File: src/verilog/prot_regs_pkg.sv
// Package of offsets, fields and timing constants for the protection debug/status registers
package prot_regs_pkg;
	// ********************************
	// Register map
	// ********************************
	// Printed offsets are not all multiples of four, so they are indices
	localparam logic [7:0] IDX_DEBUG_MIRROR = 8'h00_C0;
	localparam logic [7:0] IDX_DEBUG_CONTROL = 8'h00_C1;
	localparam logic [7:0] IDX_STATUS = 8'h00_C4;
	localparam int ADDR_W = 10;
	// ********************************
	// Field positions
	// ********************************
	localparam int MIR_TIMEOUT_DIS_BIT = 6;
	localparam int MIR_CHKSUM_EN_BIT = 3;
	localparam int MIR_FAST_LINK_VERIFY_BIT = 2;
	localparam int MIR_SPEEDUP_BIT = 1;
	localparam int MIR_FAST_BUS_BIT = 0;
	localparam int CTL_BYPASS_BIT = 1;
	localparam int CTL_POLICY_BIT = 0;
	localparam int STS_CHKSUM_ERR_BIT = 1;
	localparam int STS_AUTH_BIT = 0;
	localparam logic [7:0] MIRROR_MASK = 8'h00_4F;
	localparam logic [7:0] CONTROL_MASK = 8'h00_03;
	localparam logic [7:0] CONTROL_RESET = 8'h00_00;
	// ********************************
	// Timing and intervals
	// ********************************
	localparam int CLOCK_HZ = 25_000_000;
	localparam int BUS_TIMEOUT_MS = 1000;
	localparam int BUS_TIMEOUT_CYCLES = (CLOCK_HZ / 1000) * BUS_TIMEOUT_MS;
	localparam int SHORT_VERIFY_FAST = 2;
	localparam int LONG_VERIFY_FAST = 16;
	localparam int SHORT_VERIFY_SLOW = 16;
	localparam int LONG_VERIFY_SLOW = 128;
	localparam int SPEEDUP_SHIFT = 4;
endpackage : prot_regs_pkg
File: src/verilog/line_chksum_if.sv
// Interface carrying line checksum results between the checker and the register bank
`timescale 1ns/1ps
`default_nettype none
interface line_chksum_if;
	logic check_done;
	logic mismatch;
	modport checker_side (output check_done, output mismatch);
	modport bank_side (input check_done, input mismatch);
endinterface : line_chksum_if
`default_nettype wire

File: src/verilog/content_protect_debug_status_regs.sv
// Protection debug mirror, local controls and status registers on Avalon-MM
//
// Chosen here: register access over Avalon-MM.
`timescale 1ns/1ps
`default_nettype none
module content_protect_debug_status_regs #(
	parameter int CHAN_W = 8,
	parameter int TIMEOUT_CYCLES = prot_regs_pkg::BUS_TIMEOUT_CYCLES
) (
	// Clock and reset
	input wire logic clock_in,
	input wire logic reset_in,
	// Avalon-MM slave
	input wire logic [prot_regs_pkg::ADDR_W-1:0] avs_address_in,
	input wire logic avs_read_in,
	input wire logic avs_write_in,
	input wire logic [3:0] avs_byteenable_in,
	input wire logic [31:0] avs_writedata_in,
	output logic [31:0] avs_readdata_out,
	output logic avs_waitrequest_out,
	output logic [1:0] avs_response_out,
	// Remote transmitter debug settings
	input wire logic [7:0] remote_debug_in,
	input wire logic remote_debug_load_in,
	// Authentication engine
	input wire logic auth_success_in,
	input wire logic auth_lost_in,
	input wire logic auth_restart_in,
	input wire logic frame_start_in,
	// Protection bus activity
	input wire logic prot_bus_activity_in,
	// Downstream transmitter state
	input wire logic downstream_enabled_in,
	// Video
	input wire logic pixel_valid_in,
	input wire logic [3*CHAN_W-1:0] decrypted_in,
	input wire logic [3*CHAN_W-1:0] encrypted_in,
	input wire logic line_end_in,
	input wire logic sum_valid_in,
	input wire logic [3*CHAN_W-1:0] sum_in,
	// Derived controls
	output logic [3*CHAN_W-1:0] rgb_out,
	output logic prot_bus_fast_timing_out,
	output logic prot_bus_free_out,
	output logic auth_timer_speedup_out,
	output logic short_verify_due_out,
	output logic long_verify_due_out,
	output logic downstream_enable_req_out
);
	// ********************************
	// Parameter checks
	// ********************************
	// The verify schedule masks a wrapping frame count, so every
	// interval must be a power of two below the counter's span
	localparam int FRAME_CNT_W = 8;
	localparam int FRAME_CNT_SPAN = 1 << FRAME_CNT_W;

	function automatic bit is_pow2_fit(input int n);
		return n > 0 && n < FRAME_CNT_SPAN && (n & (n - 1)) == 0;
	endfunction : is_pow2_fit

	initial
	begin
		if (CHAN_W < 2)
			$error("CHAN_W must be at least two");
		if (TIMEOUT_CYCLES < 2)
			$error("TIMEOUT_CYCLES must be at least two");
		if (!is_pow2_fit(prot_regs_pkg::SHORT_VERIFY_FAST) || !is_pow2_fit(prot_regs_pkg::LONG_VERIFY_FAST))
			$error("Fast verify intervals must be powers of two");
		if (!is_pow2_fit(prot_regs_pkg::SHORT_VERIFY_SLOW) || !is_pow2_fit(prot_regs_pkg::LONG_VERIFY_SLOW))
			$error("Slow verify intervals must be powers of two");
	end

	// ********************************
	// Bus decode
	// ********************************
	logic [7:0] mirror_ff;
	logic [7:0] control_ff;
	logic chk_err_ff;
	logic auth_ff;
	logic [31:0] rdata_ff;
	logic rvalid_ff;
	logic [1:0] resp_ff;
	logic [7:0] word_idx;
	logic hit_mirror;
	logic hit_control;
	logic hit_status;
	logic hit_any;
	logic req_pending;
	logic wr_go;
	logic [7:0] status_word;
	logic [31:0] nxt_rdata;
	logic [31:0] nxt_rdata_sel;
	logic [1:0] nxt_resp;

	// Avalon response codes
	localparam logic [1:0] RESP_OKAY = 2'h0;
	localparam logic [1:0] RESP_SLVERR = 2'h2;

	// Register index from a byte address; the low two bits are dropped
	function automatic logic [7:0] reg_index(input logic [prot_regs_pkg::ADDR_W-1:0] addr);
		return addr[prot_regs_pkg::ADDR_W-1:2];
	endfunction : reg_index

	function automatic logic reg_hit(input logic [7:0] idx, input logic [7:0] target);
		return idx == target;
	endfunction : reg_hit

	// Index is byte address over four
	assign word_idx = reg_index(avs_address_in);
	assign hit_mirror = reg_hit(word_idx, prot_regs_pkg::IDX_DEBUG_MIRROR);
	assign hit_control = reg_hit(word_idx, prot_regs_pkg::IDX_DEBUG_CONTROL);
	assign hit_status = reg_hit(word_idx, prot_regs_pkg::IDX_STATUS);
	assign hit_any = hit_mirror | hit_control | hit_status;
	assign req_pending = (avs_read_in | avs_write_in) & !rvalid_ff;
	assign wr_go = avs_write_in & rvalid_ff;
	// One wait state on every access
	assign avs_waitrequest_out = req_pending;

	assign status_word = {6'b00_0000, chk_err_ff, auth_ff};
	assign nxt_rdata = hit_mirror ? {24'h00_0000, mirror_ff & prot_regs_pkg::MIRROR_MASK}
		: hit_control ? {24'h00_0000, control_ff}
		: hit_status ? {24'h00_0000, status_word}
		: 32'h0000_0000;
	assign nxt_rdata_sel = avs_read_in ? nxt_rdata : 32'h0000_0000;
	assign nxt_resp = hit_any ? RESP_OKAY : RESP_SLVERR;

	// Low again after one cycle, so a held request waits once more
	always_ff @(posedge clock_in)
	begin
		if (reset_in)
			rvalid_ff <= 1'b0;
		else
			rvalid_ff <= req_pending;
	end

	// Taken in the wait state; stands until the next access
	always_ff @(posedge clock_in)
	begin
		if (reset_in)
			rdata_ff <= 32'h0000_0000;
		else if (req_pending)
			rdata_ff <= nxt_rdata_sel;
	end

	always_ff @(posedge clock_in)
	begin
		if (reset_in)
			resp_ff <= RESP_OKAY;
		else if (req_pending)
			resp_ff <= nxt_resp;
	end

	assign avs_readdata_out = rdata_ff;
	assign avs_response_out = resp_ff;

	// ********************************
	// Registers
	// ********************************
	logic wr_control;
	logic wr_status;
	logic chk_mismatch_evt;
	logic chk_enable;

	line_chksum_if chk_if ();

	assign wr_control = wr_go & hit_control & avs_byteenable_in[0];
	assign wr_status = wr_go & hit_status;
	assign chk_enable = mirror_ff[prot_regs_pkg::MIR_CHKSUM_EN_BIT];
	assign chk_mismatch_evt = chk_enable & chk_if.check_done & chk_if.mismatch;

	always_ff @(posedge clock_in)
	begin
		if (reset_in)
			mirror_ff <= 8'h00_00;
		else if (remote_debug_load_in)
			mirror_ff <= remote_debug_in & prot_regs_pkg::MIRROR_MASK;
	end

	always_ff @(posedge clock_in)
	begin
		if (reset_in)
			control_ff <= prot_regs_pkg::CONTROL_RESET;
		else if (wr_control)
			control_ff <= avs_writedata_in[7:0] & prot_regs_pkg::CONTROL_MASK;
	end

	// Set wins over the clear in the same cycle
	always_ff @(posedge clock_in)
	begin
		if (reset_in)
			chk_err_ff <= 1'b0;
		else if (chk_mismatch_evt)
			chk_err_ff <= 1'b1;
		else if (wr_status)
			chk_err_ff <= 1'b0;
	end

	// Loss or restart outranks success so a stale success cannot stick
	always_ff @(posedge clock_in)
	begin
		if (reset_in)
			auth_ff <= 1'b0;
		else if (auth_lost_in || auth_restart_in)
			auth_ff <= 1'b0;
		else if (auth_success_in)
			auth_ff <= 1'b1;
	end

	line_chksum_check #(
		.CHAN_W(CHAN_W)
	) u_chk (
		.clock_in(clock_in),
		.reset_in(reset_in),
		.enable_in(chk_enable),
		.pixel_valid_in(pixel_valid_in),
		.pixel_in(encrypted_in),
		.line_end_in(line_end_in),
		.sum_valid_in(sum_valid_in),
		.sum_in(sum_in),
		.res(chk_if.checker_side)
	);

	// ********************************
	// Video output
	// ********************************
	logic [3*CHAN_W-1:0] rgb_ff;
	logic bypass;

	assign bypass = control_ff[prot_regs_pkg::CTL_BYPASS_BIT];

	always_ff @(posedge clock_in)
	begin
		if (reset_in)
			rgb_ff <= '0;
		else if (pixel_valid_in)
			rgb_ff <= bypass ? encrypted_in : decrypted_in;
	end
	assign rgb_out = rgb_ff;

	// ********************************
	// Protection bus timeout
	// ********************************
	logic [31:0] idle_cnt_ff;
	logic free_ff;
	logic timeout_dis;
	logic idle_restart;
	logic idle_expired;

	assign timeout_dis = mirror_ff[prot_regs_pkg::MIR_TIMEOUT_DIS_BIT];

	// Activity or a disabled timeout restarts the count and takes the bus back
	assign idle_restart = prot_bus_activity_in | timeout_dis;
	assign idle_expired = idle_cnt_ff >= 32'(TIMEOUT_CYCLES);

	// Saturates at the limit, so a long quiet spell cannot wrap it
	always_ff @(posedge clock_in)
	begin
		if (reset_in || idle_restart)
			idle_cnt_ff <= 32'h0000_0000;
		else if (!idle_expired)
			idle_cnt_ff <= idle_cnt_ff + 32'h0000_0001;
	end

	always_ff @(posedge clock_in)
	begin
		if (reset_in || idle_restart)
			free_ff <= 1'b0;
		else if (idle_expired)
			free_ff <= 1'b1;
	end
	assign prot_bus_free_out = free_ff;
	assign prot_bus_fast_timing_out = mirror_ff[prot_regs_pkg::MIR_FAST_BUS_BIT];
	assign auth_timer_speedup_out = mirror_ff[prot_regs_pkg::MIR_SPEEDUP_BIT];

	// ********************************
	// Link verification schedule
	// ********************************
	logic [7:0] frame_cnt_ff;
	logic [7:0] nxt_frame_cnt;
	logic short_hit;
	logic long_hit;
	logic [7:0] short_int;
	logic [7:0] long_int;
	logic fast_link_verify;
	logic short_ff;
	logic long_ff;

	assign fast_link_verify = mirror_ff[prot_regs_pkg::MIR_FAST_LINK_VERIFY_BIT];
	assign short_int = fast_link_verify ? 8'(prot_regs_pkg::SHORT_VERIFY_FAST) : 8'(prot_regs_pkg::SHORT_VERIFY_SLOW);
	assign long_int = fast_link_verify ? 8'(prot_regs_pkg::LONG_VERIFY_FAST) : 8'(prot_regs_pkg::LONG_VERIFY_SLOW);

	// Counter wraps at its own span; every interval divides it, so pulses stay evenly spaced
	assign nxt_frame_cnt = frame_cnt_ff + 8'h01;
	assign short_hit = frame_start_in && (nxt_frame_cnt & (short_int - 8'h01)) == 8'h00;
	assign long_hit = frame_start_in && (nxt_frame_cnt & (long_int - 8'h01)) == 8'h00;

	// Count restarts whenever authentication is not held
	always_ff @(posedge clock_in)
	begin
		if (reset_in || !auth_ff)
			frame_cnt_ff <= 8'h00;
		else if (frame_start_in)
			frame_cnt_ff <= nxt_frame_cnt;
	end

	always_ff @(posedge clock_in)
	begin
		if (reset_in || !auth_ff)
		begin
			short_ff <= 1'b0;
			long_ff <= 1'b0;
		end
		else
		begin
			short_ff <= short_hit;
			long_ff <= long_hit;
		end
	end
	assign short_verify_due_out = short_ff;
	assign long_verify_due_out = long_ff;

	// ********************************
	// Repeater re-enable
	// ********************************
	logic reen_ff;
	logic policy_skip;

	assign policy_skip = control_ff[prot_regs_pkg::CTL_POLICY_BIT];

	always_ff @(posedge clock_in)
	begin
		if (reset_in)
			reen_ff <= 1'b0;
		else
			// Pulse at authentication restart unless policy_skip is set and downstream is already enabled
			reen_ff <= auth_restart_in & !(policy_skip & downstream_enabled_in);
	end
	assign downstream_enable_req_out = reen_ff;
endmodule : content_protect_debug_status_regs
`default_nettype wire

File: src/verilog/line_chksum_check.sv
// Per-channel ones-complement line checksum accumulator and comparator
`timescale 1ns/1ps
`default_nettype none
module line_chksum_check #(
	parameter int CHAN_W = 8
) (
	// Clock and reset
	input wire logic clock_in,
	input wire logic reset_in,
	// Video
	input wire logic enable_in,
	input wire logic pixel_valid_in,
	input wire logic [3*CHAN_W-1:0] pixel_in,
	input wire logic line_end_in,
	input wire logic sum_valid_in,
	input wire logic [3*CHAN_W-1:0] sum_in,
	// Result
	line_chksum_if.checker_side res
);
	initial
	begin
		if (CHAN_W < 1)
			$error("CHAN_W must be positive");
	end

	logic [3*CHAN_W-1:0] acc_ff;
	logic [3*CHAN_W-1:0] nxt_acc;
	logic waiting_ff;
	logic done_ff;
	logic mism_ff;
	logic [2:0] ch_bad;

	// Ones-complement addition with end-around carry
	function automatic logic [CHAN_W-1:0] oc_add(input logic [CHAN_W-1:0] a, input logic [CHAN_W-1:0] b);
		logic [CHAN_W:0] s;
		s = {1'b0, a} + {1'b0, b};
		oc_add = s[CHAN_W-1:0] + {{(CHAN_W-1){1'b0}}, s[CHAN_W]};
	endfunction : oc_add

	genvar g;
	generate
		for (g = 0; g < 3; g++)
		begin : g_chan
			assign nxt_acc[g*CHAN_W +: CHAN_W] = oc_add(acc_ff[g*CHAN_W +: CHAN_W], pixel_in[g*CHAN_W +: CHAN_W]);
			// Sent value is the complement of the sum
			assign ch_bad[g] = (~acc_ff[g*CHAN_W +: CHAN_W]) != sum_in[g*CHAN_W +: CHAN_W];
		end
	endgenerate

	always_ff @(posedge clock_in)
	begin
		if (reset_in || !enable_in)
		begin
			acc_ff <= '0;
			waiting_ff <= 1'b0;
			done_ff <= 1'b0;
			mism_ff <= 1'b0;
		end
		else
		begin
			done_ff <= 1'b0;
			mism_ff <= 1'b0;
			if (waiting_ff && sum_valid_in)
			begin
				// Receive trailing checksum after the line
				done_ff <= 1'b1;
				mism_ff <= |ch_bad;
				waiting_ff <= 1'b0;
				acc_ff <= '0;
			end
			else if (pixel_valid_in && !waiting_ff)
				acc_ff <= nxt_acc;
			if (line_end_in)
				waiting_ff <= 1'b1;
		end
	end

	assign res.check_done = done_ff;
	assign res.mismatch = mism_ff;
endmodule : line_chksum_check
`default_nettype wire

File: config.mk
export PLATFORM = sky130hd
export DESIGN_NAME = content_protect_debug_status_regs
export DESIGN_NICKNAME = d
export VERILOG_FILES = /design/src/verilog/prot_regs_pkg.sv /design/src/verilog/line_chksum_if.sv /design/src/verilog/content_protect_debug_status_regs.sv /design/src/verilog/line_chksum_check.sv
export SDC_FILE = /design/constraint.sdc
export NUM_CORES = 1
export LEC_CHECK = 0
export ABC_AREA = 1
export BUFFER_PORTS_ARGS = -buffer_cell sky130_fd_sc_hd__buf_2
export CELL_PAD_IN_SITES_DETAIL_PLACEMENT = 1
export CELL_PAD_IN_SITES_GLOBAL_PLACEMENT = 2
export CORE_UTILIZATION = 25
export DETAILED_ROUTE_END_ITERATION = 8
export GPL_TIMING_DRIVEN = 0
export PLACE_DENSITY_LB_ADDON = 0.1
export REMOVE_ABC_BUFFERS = 1
export SYNTH_ARGS = -nofsm -noshare
export SYNTH_HDL_FRONTEND = slang
export SYNTH_HIERARCHICAL = 1
export SYNTH_SLANG_ARGS = --single-unit
File: constraint.sdc
create_clock -name clock_in -period 3.19 [get_ports clock_in]
set_input_delay 0.638 -clock clock_in [delete_from_list [all_inputs] [get_ports clock_in]]
set_output_delay 0.638 -clock clock_in [all_outputs]
set_load 0.01 [all_outputs]
==> flow_summary.json <==
{
  "status": "finished, final reports clean",
  "ys_ff_latch": 110,
  "p_switching_mw": 0.941,
  "critical_path.most_common_cell": "sky130_fd_sc_hd__inv_1",
  "post_synth_instance_area_sq_um": 7260,
  "whs_endpoint": "auth_ff",
  "worst-slew-pin-transition_ns": 1.29,
  "clock_tree.htree_level_count": 3,
  "final-setup-viol-count": 0,
  "start_point_of_the_worst_hold_path": "auth_lost_in",
  "synth.avg_cell_area_sq_um": 6.60,
  "layout-area-overhead-vs-synth_pct": 17.2,
  "clk_pin_slew_worst_paths_ns": 0.09,
  "synth-seq-area-share": 0.303,
  "globalRouteTotalUtil": 0.162,
  "min_delay_path_depth": 2,
  "cts_sinks": 110,
  "cts.root.buffer_cell": "sky130_fd_sc_hd__clkbuf_16",
  "detail_route.first_pass.iterations": 6,
  "synth-main-ff-cell": "sky130_fd_sc_hd__dfxtp_1",
  "postRouteAntennaNets": 0,
  "crit_path_max_fanout": 49,
  "cts_max_path_buffers": 2,
  "gate_count_of_the_mapped_netlist": 1099,
  "cts-buffers-inserted": 9,
  "power.combinational.fraction": 0.147,
  "drt-initial-drc-count": 242,
  "final_period_minus_worst_setup_slack_ns": 2.85,
  "chipWidth_um": 172,
  "finalCritPeriodShare": 0.894,
  "io-pin-count": 205,
  "timing.critical_path.cells": "buf_2 > inv_1 > nor2_4 > inv_1 > o21ai_0 > inv_1",
  "grt-ovfl-total": 0,
  "num_vias": 7001,
  "r2r_setup_slack_ns": 0.48,
  "postCtsSetupRepairBufs": 0,
  "pwr-share-seq": 0.453,
  "path_class": "in2reg",
  "worst_skew_pair.late_latency_ns": 0.37,
  "layout.filler_cells": 3668,
  "grt_pass1_vias": 7200,
  "pin_count_of_the_biggest_net_entering_global_routing": 50,
  "fin_nets": 1396,
  "clock-skew-final_ns": 0.0112,
  "totalNegativeSetupSlack_ns": 0,
  "synth.lib_cells_used.distinct": 39,
  "placeableCoreArea_sq_um": 28600,
  "vdd.ir_drop.worst_v": 0.000223,
  "power.clock.fraction": 0.400,
  "crit_slowest_cell": "sky130_fd_sc_hd__nor2_4",
  "grt_pass1_wl_um": 37300,
  "post-route-util": 0.297,
  "crit-reg2reg-capture": "u_chk/acc_ff[6]",
  "dpl_cells": 1592,
  "clock_tree_from_tritoncts": "built",
  "n_antenna_cell": 0,
  "worstSetupStartpointType": "primary input",
  "power.share.switching": 0.295,
  "slew-limit-headroom": 0.142,
  "power.density_cell_area_nw_per_um2": 374,
  "worst_hold_path_type": "in2reg",
  "ys_warn_count": 6,
  "place.detailed.hpwl_um": 17500,
  "internal_power_mw": 2.25,
  "rows": 62,
  "cp-end-kind": "flop",
  "place.gp.congestion": 0.749,
  "critical-path-max-stage-delay_ns": 0.76,
  "fmaxAchievable_ghz": 0.351,
  "post-route-worst-setup-slack_ns": 0.338,
  "timing.final.max_slew_violations": 0,
  "synth-edff-count": 0,
  "final-instance-count-excl-fill": 1608,
  "cp_data_arrival_time_ns": 3.12,
  "chipHeight_um": 172,
  "r2r_start": "u_chk/acc_ff[3]",
  "portBuffers": 138,
  "start_util": 0.254,
  "drive_gt1_frac": 0.161,
  "crit_required_ns": 3.46,
  "detail_route.drc_violations": 0,
  "dr_vias_cell": 4.35,
  "place_ws_ns": -0.0924,
  "antenna_found_initial": 0,
  "finalWirelength_um": 22500,
  "dieArea_sq_um": 29700,
  "rsz0062_at_grt": "false",
  "design_power_total_mw": 3.19,
  "finalHoldViolations": 0,
  "r2r.worst_path.cells": 18,
  "static-leakage-power_nw": 4.21,
  "synth_async_sr_flop_share": 0,
  "detail_route.wl_per_cell_um": 14.0,
  "timing.max_cap.violations": 0
}
==> repair_timing <==
action,4_1_cts,5_1_grt
hold endpoints to repair,0,0
hold buffers,0,0
gates resized for setup,0,1
setup endpoints to repair,0,1
==> power by group through the flow <==
| stage | sequential (mW) | combinational [mW] | clock, mW |
|---|---|---|---|
| final | 1.44 | 0.469 | 1.27 |
| after global routing | 1.45 | 0.542 | 1.40 |
| after CTS | 1.44 | 0.479 | 1.35 |
| after detailed placement | 1.47 | 0.476 | 0 |
| after global placement | 1.47 | 0.470 | 0 |
| after floorplan | 1.48 | 0.266 | 0 |
==> synth_stat cells (18+ instances only) <==
library cell	number	share of area
sky130_fd_sc_hd__buf_4	29	0.030
sky130_fd_sc_hd__ha_1	34	0.059
sky130_fd_sc_hd__nand3_1	93	0.064
sky130_fd_sc_hd__nor2_1	133	0.069
sky130_fd_sc_hd__inv_1	147	0.076
sky130_fd_sc_hd__xnor2_1	32	0.039
sky130_fd_sc_hd__nand2_1	280	0.14
sky130_fd_sc_hd__nand4_1	18	0.016
sky130_fd_sc_hd__dfxtp_1	110	0.30
sky130_fd_sc_hd__o21ai_0	27	0.019
sky130_fd_sc_hd__a21oi_1	51	0.035
sky130_fd_sc_hd__o211ai_1	29	0.030
==> flip-flops by register name (all words and copies together) (netlist names) <==
| name | cells |
|---|---|
| frame_cnt_ff | 7 |
| mirror_ff | 5 |
| u_chk/res.mismatch | 1 |
| long_verify_due_out | 1 |
| rgb_out | 24 |
| u_chk/res.check_done | 1 |
| control_ff | 2 |
| avs_readdata_out | 5 |
| u_chk/waiting_ff | 1 |
| chk_err_ff | 1 |
| rvalid_ff | 1 |
| u_chk/acc_ff | 24 |
| idle_cnt_ff | 32 |
| short_verify_due_out | 1 |
| prot_bus_free_out | 1 |
| downstream_enable_req_out | 1 |
| auth_ff | 1 |
| avs_response_out | 1 |
==> critical path, delay by kind of cell <==
| kind | cells | cell delay, ns |
|---|---|---|
| buf+inv | 4 | 1.42 |
| simple gates | 1 | 0.76 |
| compound gates | 1 | 0.26 |
==> how the worst max path moves through the flow <==
| stage | from | end | slack, ns | depth (start not counted) |
|---|---|---|---|---|
| CTS | pixel_valid_in | u_chk/acc_ff[11] | 0.30 | 6 |
| global route | pixel_valid_in | u_chk/acc_ff[20] | 0.06 | 6 |
| floorplan | encrypted_in[0] | u_chk/acc_ff[4] | 0.49 | 16 |
| detailed placement | pixel_valid_in | u_chk/acc_ff[11] | -0.09 | 6 |
| finish | pixel_valid_in | u_chk/acc_ff[18] | 0.34 | 6 |
| global placement | pixel_valid_in | u_chk/acc_ff[11] | -1.68 | 6 |
==> area by class of cell <==
type / instances / area [sq um] / area share
Multi-Input combinational cell: 805 / 4210 / 0.495
Sequential cell: 110 / 2200 / 0.259
Timing Repair Buffer: 139 / 718 / 0.0844
Inverter: 154 / 578 / 0.0679
Tap cell: 384 / 480 / 0.0565
Clock buffer: 10 / 239 / 0.0281
Clock inverter: 6 / 78.8 / 0.00926
==> cells in the final DEF, fill, tap and decap left out, types with 2 or more instances in the layout <==
master / n
sky130_fd_sc_hd__nand2_1: 280
sky130_fd_sc_hd__inv_1: 147
sky130_fd_sc_hd__buf_2: 138
sky130_fd_sc_hd__nor2_1: 132
sky130_fd_sc_hd__dfxtp_1: 110
sky130_fd_sc_hd__nand3_1: 93
sky130_fd_sc_hd__a21oi_1: 51
sky130_fd_sc_hd__ha_1: 34
sky130_fd_sc_hd__xnor2_1: 32
sky130_fd_sc_hd__o211ai_1: 29
sky130_fd_sc_hd__conb_1: 28
sky130_fd_sc_hd__o21ai_0: 27
sky130_fd_sc_hd__nand4_1: 18
sky130_fd_sc_hd__xor2_1: 17
sky130_fd_sc_hd__nor2_2: 9
sky130_fd_sc_hd__clkbuf_16: 9
sky130_fd_sc_hd__nand2_2: 8
sky130_fd_sc_hd__inv_2: 7
sky130_fd_sc_hd__nand3_2: 7
sky130_fd_sc_hd__nor3_1: 6
sky130_fd_sc_hd__nor2_4: 6
sky130_fd_sc_hd__nand3b_1: 5
sky130_fd_sc_hd__o21ai_1: 4
sky130_fd_sc_hd__inv_6: 3
sky130_fd_sc_hd__fa_1: 3
sky130_fd_sc_hd__a211oi_1: 2
sky130_fd_sc_hd__nand2_4: 2
sky130_fd_sc_hd__inv_8: 2
sky130_fd_sc_hd__o21bai_1: 2
sky130_fd_sc_hd__a21o_1: 2
==> metal layers <==
layer,up-vias,share of wire,track usage
met3,15,0.034,0.0300
met1,3216,0.50,0.214
met2,112,0.45,0.270
met5,-,0,0
met4,0,0.011,0.0369
li1,3658,-,-
==> cells by family (layout without fill, tap and decap cells) <==
group                    count (synthesis)  in the layout  synth area share
buffers and inverters                  211            309             0.132
XOR/XNOR                                49             49            0.0591
flip-flops                             110            110             0.303
AND/OR/NAND/NOR                        570            570             0.341
other                                    1             28          0.000517
AO/OA/AOI/OAI                          121            121            0.0969
adder cells (fa/ha/maj)                 37             37            0.0669
==> stage by stage <==
step	hold slack, ns	instance area [sq um]
global placement	0.418	8150
finish	0.422	8510
detailed placement	0.422	8190
global route	0.402	8510
CTS	0.400	8500
floorplan	0.408	6980
Power figures use the tool's default switching activity.
